<file path="src/cab_map.svh">
// Register map constants for the counter array register front end.
// Assumes an 8-bit special-function register bus with a page register outside.
// Behaviour
// - The counter low byte (bits 7:0) is read and written at address 0xf9.
// - The counter high byte (bits 15:8) sits at 0xfa and a write loads the upper half.
// - Reading the high byte returns a snapshot of the upper byte taken when the low byte is read.
// - Both counter bytes live on page 0x10 and reset to zero.
// - Each of modules 6 to 11 holds its value low byte at its own address (0xfb, 0xe9 .. 0xce).
// - Each of modules 6 to 11 holds its value high byte at its own address (0xfc, 0xea .. 0xcf).
// - The same module addresses also reach the channel auto-reload value for 9 to 11-bit PWM.
// - One reload access select bit picks between the module value and the auto-reload value.
// - Any write to a module low byte clears that module's comparator enable.
// - Any write to a module high byte sets that module's comparator enable.
// - All twelve module bytes live on page 0x10, are read/write and reset to zero.
// - A set comparator enable enables comparing the counter against the module value.
// - A two-bit cycle length field picks an 8, 9, 10 or 11-bit period; 16-bit channels ignore it.
// - A per-module wide PWM select picks 16-bit PWM when 1 and 8 to 11-bit PWM when 0.
`ifndef CAB_MAP_SVH
`define CAB_MAP_SVH

`define CAB_PAGE          8'h10
`define CAB_ADDR_CNT_LOW  8'hf9
`define CAB_ADDR_CNT_HIGH 8'hfa
`define CAB_ADDR_LOW_6    8'hfb
`define CAB_ADDR_HIGH_6   8'hfc
`define CAB_ADDR_LOW_7    8'he9
`define CAB_ADDR_HIGH_7   8'hea
`define CAB_ADDR_LOW_8    8'heb
`define CAB_ADDR_HIGH_8   8'hec
`define CAB_ADDR_LOW_9    8'hed
`define CAB_ADDR_HIGH_9   8'hee
`define CAB_ADDR_LOW_10   8'hfd
`define CAB_ADDR_HIGH_10  8'hfe
`define CAB_ADDR_LOW_11   8'hce
`define CAB_ADDR_HIGH_11  8'hcf
`define CAB_RESET_BYTE    8'h00
`define CAB_RESET_WORD    16'h0000

`endif

</file>
<file path="src/cab_pkg.sv">
// Types shared by the counter array register front end.
// Assumes cab_map.svh supplies the numeric constants.
package cab_pkg;
  typedef struct packed {
    logic [7:0] addr;
    logic [7:0] page;
    logic       wr;
    logic       rd;
    logic [7:0] wdata;
  } cab_sfr_req_type;

  typedef struct packed {
    logic       reload_sel;
    logic [1:0] cycle_len;
  } cab_pwm_ctl_type;

  typedef enum logic [1:0] {
    CAB_LEN_8,
    CAB_LEN_9,
    CAB_LEN_10,
    CAB_LEN_11
  } cab_len_type;
endpackage : cab_pkg

</file>
<file path="src/cab_counter_capture_regs.sv">
// Counter and capture/compare byte registers of the second counter array.
// Assumes single-cycle SFR strobes on clk_in; the page register, PWM control
// and mode registers live elsewhere and arrive as inputs.
`timescale 1ns/1ps
`include "cab_map.svh"

module cab_counter_capture_regs
(
  // Clock and reset
  input  wire logic                     clk_in,
  input  wire logic                     rstn_in,
  // Special-function register bus
  input  wire cab_pkg::cab_sfr_req_type sfr_req_in,
  output logic [7:0]                    sfr_rdata_out,
  output logic                          sfr_hit_out,
  // Counter run control and PWM control bits
  input  wire logic                     count_enable_in,
  input  wire cab_pkg::cab_pwm_ctl_type pwm_ctl_in,
  input  wire logic [5:0]               wide_pwm_select_in,
  input  wire logic [5:0]               pwm_enable_in,
  // Module state toward the compare logic
  output logic [15:0]                   array_counter_out,
  output logic [5:0]                    comparator_enable_out,
  output logic [5:0]                    compare_match_out,
  output logic [5:0]                    cycle_wrap_out
);

  logic [15:0] counter;
  logic [7:0]  snapshot;
  logic [5:0]  comparator_enable;
  logic [15:0] module_value [6];
  logic [15:0] reload_value [6];
  logic        page_ok;
  logic        wr_cnt_low;
  logic        wr_cnt_high;
  logic        rd_cnt_low;
  logic [5:0]  wr_low;
  logic [5:0]  wr_high;
  logic [5:0]  sel_low;
  logic [5:0]  sel_high;
  logic [15:0] cycle_mask;
  logic [15:0] next_counter;
  logic [7:0]  next_rdata;

  localparam logic [7:0] LOW_ADDR  [6] = '{`CAB_ADDR_LOW_6, `CAB_ADDR_LOW_7,
    `CAB_ADDR_LOW_8, `CAB_ADDR_LOW_9, `CAB_ADDR_LOW_10, `CAB_ADDR_LOW_11};
  localparam logic [7:0] HIGH_ADDR [6] = '{`CAB_ADDR_HIGH_6, `CAB_ADDR_HIGH_7,
    `CAB_ADDR_HIGH_8, `CAB_ADDR_HIGH_9, `CAB_ADDR_HIGH_10, `CAB_ADDR_HIGH_11};

  assign page_ok     = (sfr_req_in.page == `CAB_PAGE);
  assign wr_cnt_low  = page_ok & sfr_req_in.wr & (sfr_req_in.addr == `CAB_ADDR_CNT_LOW);
  assign wr_cnt_high = page_ok & sfr_req_in.wr & (sfr_req_in.addr == `CAB_ADDR_CNT_HIGH);
  assign rd_cnt_low  = page_ok & sfr_req_in.rd & (sfr_req_in.addr == `CAB_ADDR_CNT_LOW);

  // Period mask for 8 to 11-bit PWM
  always_comb
  begin
    case (cab_pkg::cab_len_type'(pwm_ctl_in.cycle_len))
      cab_pkg::CAB_LEN_8:  cycle_mask = 16'h00ff;
      cab_pkg::CAB_LEN_9:  cycle_mask = 16'h01ff;
      cab_pkg::CAB_LEN_10: cycle_mask = 16'h03ff;
      cab_pkg::CAB_LEN_11: cycle_mask = 16'h07ff;
      default:             cycle_mask = 16'h00ff;
    endcase
  end

  always_comb
  begin
    next_counter = counter;
    if (count_enable_in)
    begin
      next_counter = counter + 16'h0001;
    end
    if (wr_cnt_low)
    begin
      next_counter[7:0] = sfr_req_in.wdata;
    end
    if (wr_cnt_high)
    begin
      next_counter[15:8] = sfr_req_in.wdata;
    end
  end

  always_ff @(posedge clk_in)
  begin
    if (!rstn_in)
    begin
      counter <= `CAB_RESET_WORD;
    end
    else
    begin
      counter <= next_counter;
    end
  end

  // Upper byte frozen on a low byte read so low-then-high reads agree
  always_ff @(posedge clk_in)
  begin
    if (!rstn_in)
    begin
      snapshot <= `CAB_RESET_BYTE;
    end
    else if (rd_cnt_low)
    begin
      snapshot <= counter[15:8];
    end
  end

  genvar i;
  generate
    for (i = 0; i < 6; i++)
    begin : g_module
      assign sel_low[i]  = page_ok & (sfr_req_in.addr == LOW_ADDR[i]);
      assign sel_high[i] = page_ok & (sfr_req_in.addr == HIGH_ADDR[i]);
      assign wr_low[i]   = sel_low[i] & sfr_req_in.wr;
      assign wr_high[i]  = sel_high[i] & sfr_req_in.wr;

      always_ff @(posedge clk_in)
      begin
        if (!rstn_in)
        begin
          module_value[i] <= `CAB_RESET_WORD;
          reload_value[i] <= `CAB_RESET_WORD;
        end
        else if (pwm_ctl_in.reload_sel)
        begin
          if (wr_low[i])
          begin
            reload_value[i][7:0] <= sfr_req_in.wdata;
          end
          if (wr_high[i])
          begin
            reload_value[i][15:8] <= sfr_req_in.wdata;
          end
        end
        else
        begin
          if (wr_low[i])
          begin
            module_value[i][7:0] <= sfr_req_in.wdata;
          end
          if (wr_high[i])
          begin
            module_value[i][15:8] <= sfr_req_in.wdata;
          end
        end
      end

      // Enable side effect applies whichever storage the write reached
      always_ff @(posedge clk_in)
      begin
        if (!rstn_in)
        begin
          comparator_enable[i] <= 1'b0;
        end
        else if (wr_high[i])
        begin
          comparator_enable[i] <= 1'b1;
        end
        else if (wr_low[i])
        begin
          comparator_enable[i] <= 1'b0;
        end
      end

      // 16-bit PWM compares all bits; narrower modes compare within the period
      always_ff @(posedge clk_in)
      begin
        if (!rstn_in)
        begin
          compare_match_out[i] <= 1'b0;
        end
        else if (pwm_enable_in[i] && !wide_pwm_select_in[i])
        begin
          compare_match_out[i] <= comparator_enable[i] &&
            ((counter & cycle_mask) == (module_value[i] & cycle_mask));
        end
        else
        begin
          compare_match_out[i] <= comparator_enable[i] &&
            (counter == module_value[i]);
        end
      end

      always_ff @(posedge clk_in)
      begin
        if (!rstn_in)
        begin
          cycle_wrap_out[i] <= 1'b0;
        end
        else
        begin
          cycle_wrap_out[i] <= count_enable_in && pwm_enable_in[i] &&
            !wide_pwm_select_in[i] && ((counter & cycle_mask) == cycle_mask);
        end
      end
    end
  endgenerate

  // Read data mux
  always_comb
  begin
    next_rdata = `CAB_RESET_BYTE;
    if (page_ok && (sfr_req_in.addr == `CAB_ADDR_CNT_LOW))
    begin
      next_rdata = counter[7:0];
    end
    if (page_ok && (sfr_req_in.addr == `CAB_ADDR_CNT_HIGH))
    begin
      next_rdata = snapshot;
    end
    for (int k = 0; k < 6; k++)
    begin
      if (sel_low[k])
      begin
        next_rdata = pwm_ctl_in.reload_sel ? reload_value[k][7:0] : module_value[k][7:0];
      end
      if (sel_high[k])
      begin
        next_rdata = pwm_ctl_in.reload_sel ? reload_value[k][15:8] : module_value[k][15:8];
      end
    end
  end

  always_ff @(posedge clk_in)
  begin
    if (!rstn_in)
    begin
      sfr_rdata_out <= `CAB_RESET_BYTE;
    end
    else if (sfr_req_in.rd)
    begin
      sfr_rdata_out <= next_rdata;
    end
  end

  assign sfr_hit_out           = page_ok & ((|sel_low) | (|sel_high) |
    (sfr_req_in.addr == `CAB_ADDR_CNT_LOW) | (sfr_req_in.addr == `CAB_ADDR_CNT_HIGH));
  assign array_counter_out     = counter;
  assign comparator_enable_out = comparator_enable;

endmodule : cab_counter_capture_regs

</file>
<file path="config.mk">
export PLATFORM = sky130hd
export DESIGN_NAME = cab_counter_capture_regs
export DESIGN_NICKNAME = d
export VERILOG_FILES = /design/src/cab_pkg.sv /design/src/cab_counter_capture_regs.sv
export VERILOG_INCLUDE_DIRS = /design/src /design/src/src
export SDC_FILE = /design/constraint.sdc
export NUM_CORES = 1
export LEC_CHECK = 0
export BUFFER_PORTS_ARGS = -buffer_cell sky130_fd_sc_hd__buf_2
export CAP_MARGIN = 20
export CORE_ASPECT_RATIO = 1.4
export CORE_UTILIZATION = 30
export CTS_CLUSTER_DIAMETER = 60
export DETAILED_ROUTE_END_ITERATION = 10
export HOLD_SLACK_MARGIN = 0.03
export PLACE_DENSITY_LB_ADDON = 0.08
export RECOVER_POWER = 25
export SLEW_MARGIN = 20
export SYNTH_ARGS = -nofsm -noshare
export SYNTH_HDL_FRONTEND = slang
export SYNTH_SLANG_ARGS = --single-unit
</file>
<file path="constraint.sdc">
create_clock -name clk_in -period 5.2 [get_ports clk_in]
set_input_delay 1.04 -clock clk_in [delete_from_list [all_inputs] [get_ports clk_in]]
set_output_delay 1.04 -clock clk_in [all_outputs]
set_load 0.005 [all_outputs]
</file>
Yosys cells after proc, flatten, opt, wreduce, memory -nomap -nowiden. Memories as Yosys holds them, arrays and structs flattened. Cells that the tools add are included.

Register bits: 50. Bits in writable memories: 192. Input port bits: 44. Output and inout port bits: 43. Memories kept: 2.

Memories: module_value (depth 6, width 16, read ports 6, clocked after Yosys merged registers in 0, write ports 6, RTL line cab_counter_capture_regs.sv:31) `logic [15:0] module_value [6];`; reload_value (depth 6, width 16, read ports 6, clocked after Yosys merged registers in 0, write ports 6, RTL line cab_counter_capture_regs.sv:32) `logic [15:0] reload_value [6];`.

$add $sub $neg: 1. Eq/ne operators: 31. Mux-type cells: 157. Bitwise operators: 64. Reductions and logical operators: 55.

Operators with widths (number): two-way mux 8 bit (52); equality test 16 bit (13); bitwise AND 16 bit (7); equality test 8 bit (second input constant) (14); two-way mux 1 bit (103); one-hot mux 16 bit (4 select lines) (1); logical AND 1 bit (38); bitwise AND 1 bit (30); bitwise OR 1 bit (27); adder 16 x 1 -> 16 bit (second input constant) (1); two-way mux 16 bit (1); nonzero test 2 bit (8); OR reduction 6 bit (2); equality test 8 x 5 -> 1 bit (second input constant) (1); logical NOT 1 bit (6); equality test 2 bit (second input constant) (2); equality test 2 x 1 -> 1 bit (second input constant) (1); logical NOT 2 bit (1).

Logic depth before layout (Yosys ltp).
Depth after elaboration: 16. Mapped depth: 11. Depth with buffers taken out: 7.

Worst setup path before layout. No wires, ideal clock.

Path kind: input port to output port. From: input sfr_req_in[11] (netlist bit). To: output sfr_hit_out. Data arrival time: 2.642 ns. Required time: 4.160 ns. Setup slack: 1.518 ns. Stages on the path: 7. Buffers on the path: 1. Cells stage by stage: nor4_4 > nand2_2 > or4_1 > buf_2 > o2111ai_1 > nor4_1 > a21oi_1.

Word-level cells in the longest chain between the ends: 7. Elaborated cells on any way between the ends: 19. Classes of those cells: eq/ne (1); bitwise (16); reduce/logical (2).

Ends and longest elaborated chain: start: declaration (RTL line cab_counter_capture_regs.sv:13) `input wire cab_pkg::cab_sfr_req_type sfr_req_in,`; equality test 8 x 5 -> 1 bit (no line) *; bitwise AND 1 bit, on equally long branches (RTL line cab_counter_capture_regs.sv:113, cab_counter_capture_regs.sv:114); OR reduction 6 bit (RTL line cab_counter_capture_regs.sv:237) `assign sfr_hit_out = page_ok & ((|sel_low) | (|sel_high) |`; bitwise OR 1 bit (3 in series) (RTL line cab_counter_capture_regs.sv:237); bitwise AND 1 bit * (RTL line cab_counter_capture_regs.sv:237); end: declaration (RTL line cab_counter_capture_regs.sv:15) `output logic sfr_hit_out,`.

Every way passes the cells marked *; elsewhere a longest branch is shown, timed or not.

Worst setup path in the final report.
From: input pwm_ctl_in[2] (netlist bit). To: register sfr_rdata_out[0].

Word-level cells in the longest chain between the ends: 13. Elaborated cells on any way between the ends: 24. Classes of those cells: mux (24).

Ends and longest elaborated chain: start: declaration (RTL line cab_counter_capture_regs.sv:18) `input wire cab_pkg::cab_pwm_ctl_type pwm_ctl_in,`; two-way mux 8 bit (RTL line cab_counter_capture_regs.sv:216) `next_rdata = pwm_ctl_in.reload_sel ? reload_value[k][7:0] : module_value[k][7:0];`; two-way mux 8 bit (RTL line cab_counter_capture_regs.sv:214) `if (sel_low[k])`; two-way mux 8 bit (RTL line cab_counter_capture_regs.sv:218) `if (sel_high[k])`; two-way mux 8 bit (RTL line cab_counter_capture_regs.sv:214); two-way mux 8 bit (RTL line cab_counter_capture_regs.sv:218); two-way mux 8 bit (RTL line cab_counter_capture_regs.sv:214); two-way mux 8 bit (RTL line cab_counter_capture_regs.sv:218); two-way mux 8 bit (RTL line cab_counter_capture_regs.sv:214); two-way mux 8 bit (RTL line cab_counter_capture_regs.sv:218); two-way mux 8 bit (RTL line cab_counter_capture_regs.sv:214); two-way mux 8 bit (RTL line cab_counter_capture_regs.sv:218); two-way mux 8 bit (RTL line cab_counter_capture_regs.sv:214); two-way mux 8 bit * (RTL line cab_counter_capture_regs.sv:218); end signal: assignment (RTL line cab_counter_capture_regs.sv:229) `` sfr_rdata_out <= `CAB_RESET_BYTE; ``; end signal: assignment (RTL line cab_counter_capture_regs.sv:233) `sfr_rdata_out <= next_rdata;`; end: declaration (RTL line cab_counter_capture_regs.sv:14) `output logic [7:0] sfr_rdata_out,`.

Marked as above. A chain may end at the register's enable or synchronous reset.

==> impl_metrics.json <==
{
  "worstMarginPinSlew_ps": 2220,
  "synth-edff-count": 192,
  "p_total_w": 0.00465,
  "finalSetupTns_ps": 0,
  "final_nets": 1352,
  "finalHoldViolCount": 0,
  "postCtsHoldBufs": 0,
  "wl_um": 53400,
  "cellLeakagePower_nw": 5.22,
  "drc_errors": 0,
  "post-cts-setup-buffers": 0,
  "crit_chain": "clkbuf_1 -> buf_12 -> mux2i_1 -> o22ai_1 -> a2111oi_0 -> buf_4 -> o32ai_1",
  "yosysUniqueCellTypes": 62,
  "clkLatencyLatePin_ps": 570,
  "gp_congestion": 0.931,
  "crit_path_top_delay_cell": "clkbuf_1",
  "grt_max_degree": 58,
  "dp_cells": 1824,
  "dieArea_sq_mm": 0.0437,
  "clock_sinks": 242,
  "slowest_delay_ps": 1540,
  "core_area_sq_mm": 0.0422,
  "finClkSkew_ps": 25.3,
  "worstSetupEndpointType": "flop",
  "io_pins": 87,
  "netlist_instances": 1229,
  "numCtsBuffers": 27,
  "synth_compound_area_share_pct": 10.5,
  "synth_fa_ha_area_share_pct": 0.0972,
  "netlist_top_cells_area": "edfxtp_1 45%, dfxtp_1 7.8%, mux2i_1 6.4%, nor2_1 5.2%, xnor2_1 4.5%",
  "synth_top_area_share_pct": 44.8,
  "grt-ovfl-total": 0,
  "peakVddDrop_mv": 0.231,
  "vias": 10161,
  "synth_common_cells": "192 x edfxtp_1, 177 x nor2_1, 82 x mux2i_1, 82 x nand2_1, 72 x clkbuf_1",
  "drt-pass1-iter-count": 7,
  "grtUsageTotal_pct": 24.7,
  "dp_hpwl_um": 38700,
  "num-fill-cells": 4252,
  "cts_resized": 0,
  "via_per_inst": 5.42,
  "synth_simple_gate_area_share_pct": 18.3,
  "post_drt_wl_per_cell_um": 28.5,
  "drive_gt1_share_pct": 13.8,
  "die_h_um": 247,
  "crit_required_ps": 5630,
  "drt-initial-drc-count": 877,
  "synth_largest_area_cell": "edfxtp_1",
  "async_flop_share_pct": 0,
  "crit_type": "input port to flop",
  "cts-root-buf": "clkbuf_16",
  "clk_pin_slew_ps": 60,
  "arrival_ps": 5170,
  "status": "complete, but fails checks",
  "setup_violations": 0,
  "violations": "max-capacitance violations, max-slew violations",
  "insertedDiodeCount": 0,
  "avgSynthCellArea_sq_um": 10.5,
  "hp-class": "flop to flop",
  "yosys_warnings": 0,
  "cap_violations": 1,
  "max_freq_mhz": 211,
  "start_kind": "input port",
  "crit_buf_inv": 3,
  "synthXorXnorAreaFrac_pct": 7.62,
  "antenna_found_initial": 2,
  "postRouteAntennaNets": 0,
  "min_period_ps": 4740,
  "path_max_fanout": 57,
  "syn_to_final_growth_pct": 15.7,
  "slew_violations": 27,
  "clk_path_buf_depth": 3,
  "grt_pass1_vias": 10115,
  "fp.dieW_um": 177,
  "synthMuxAreaShare_pct": 7.43,
  "port_buffers": 86,
  "relSlewSlack_pct": -47.8,
  "rsz0062_at_grt": "no",
  "synth_seq_cells": 242,
  "layout_worst_path_cycle_share_pct": 91.1,
  "yosysSeqAreaShare_pct": 52.6,
  "crit_family": "buffers and inverters",
  "synth_most_common_cell": "edfxtp_1",
  "grt_first_pass_wirelength_um": 75600,
  "rows": 89,
  "synth_top_family_by_area": "simple AND/OR/NAND/NOR gates",
  "initial_core_util_pct": 30.5,
  "synth_nets": 1274,
  "final_cells": 1874,
  "powerDensity_mw_per_mm2": 312,
  "cts-htree-levels": 1,
  "synth_area_sq_mm": 0.0129,
  "r2r_slack_ps": 1910,
  "cts_tree": "built",
  "synth_top_flop_cell": "edfxtp_1"
}
[cells by family after synthesis]
kind of cell	after synthesis
adders and majority gates	1
muxes	94
DFF	242
xor gates and xnor gates	112
buffers and inverters	104
and+or+nand+nor	470
AOI/OAI and AO/OA	206
[final cells by class]
class / count / area (sq um) / area share [%]
inverter: 7 / 26.3 / 0.176
timing repair buffer: 146 / 826 / 5.54
clock inverter: 15 / 208 / 1.39
sequential: 242 / 6770 / 45.4
tap: 546 / 683 / 4.59
multi-input combinational: 883 / 5670 / 38.1
clock buffer: 35 / 716 / 4.81
[path summary, 6_finish.rpt]
path | from | end | depth (start not counted)
worst max-delay path | pwm_ctl_in[2] | sfr_rdata_out[0] | 7
worst min-delay path | snapshot[0] | snapshot[0] | 2
worst max register to register | array_counter_out[0] | array_counter_out[14] | 8
worst min register to register | snapshot[0] | snapshot[0] | 2
[layer usage]
| metal | part of all wire, % | GRT usage, % | vias to the layer above |
|---|---|---|---|
| met3 | 4.1 | 2.48 | 97 |
| met4 | 4.2 | 9.81 | 4 |
| met5 | 0.052 | 0 | - |
| met1 | 38 | 28.2 | 5092 |
| met2 | 54 | 46.4 | 305 |
| li1 | - | - | 4663 |
[power by group]
group | internal, W | total [W] | switching (W)
combinational | 0.000121 | 0.000387 | 0.000266
clock | 0.00122 | 0.00206 | 0.000838
sequential | 0.00216 | 0.00221 | 0.0000446
total | 0.00350 | 0.00465 | 0.00115
[cell usage in the layout, fill, tap and decap left out, types with 8 or more instances in the layout]
master / Yosys / final
a21oi_1: 58 / 58
and3_1: 54 / 54
nand2_1: 82 / 82
buf_4: 4 / 44
a221oi_1: 11 / 11
and2_1: 19 / 17
a211oi_1: 19 / 19
mux2i_1: 82 / 82
dfxtp_1: 50 / 50
nor2b_1: 8 / 8
xor2_1: 46 / 46
nor2_1: 177 / 177
xnor2_1: 66 / 66
clkbuf_16: 0 / 27
mux2_2: 12 / 12
nand3_1: 21 / 21
buf_2: 13 / 64
edfxtp_1: 192 / 192
nor3_1: 22 / 22
nand4_1: 28 / 28
o22ai_1: 21 / 21
nand2b_1: 11 / 11
clkbuf_1: 72 / 43
o21ai_0: 44 / 44
nor4_1: 15 / 14
o221ai_1: 10 / 10
[sequential cells by signal, indices dropped and copies added (netlist names)]
name and count:
comparator_enable_out 6, reload_value 96, snapshot 8, sfr_rdata_out 8
cycle_wrap_out 6, array_counter_out 16, module_value 96, compare_match_out 6
[through the flow]
stage / util (%) / worst slack, ps / hold WS (ps) / instance area [sq um]
after floorplan: - / 1520 / 432 / 12900
after global placement: 33.3 / 866 / 449 / 14100
after detailed placement: 33.3 / 873 / 452 / 14100
after CTS: 35.5 / 853 / 460 / 15000
after global routing: 35.3 / 388 / 479 / 14900
final: 35.3 / 463 / 461 / 14900
[worst reg2reg max path: cells and delay by family, from the launching register on]
family	cells	cell delay, ps
and+or+nand+nor	4	1140
DFF	1	310
adders and majority gates	1	330
AOI/OAI and AO/OA	1	310
buffers and inverters	1	920
xor gates and xnor gates	1	200
Power figures use the tool's default switching activity.
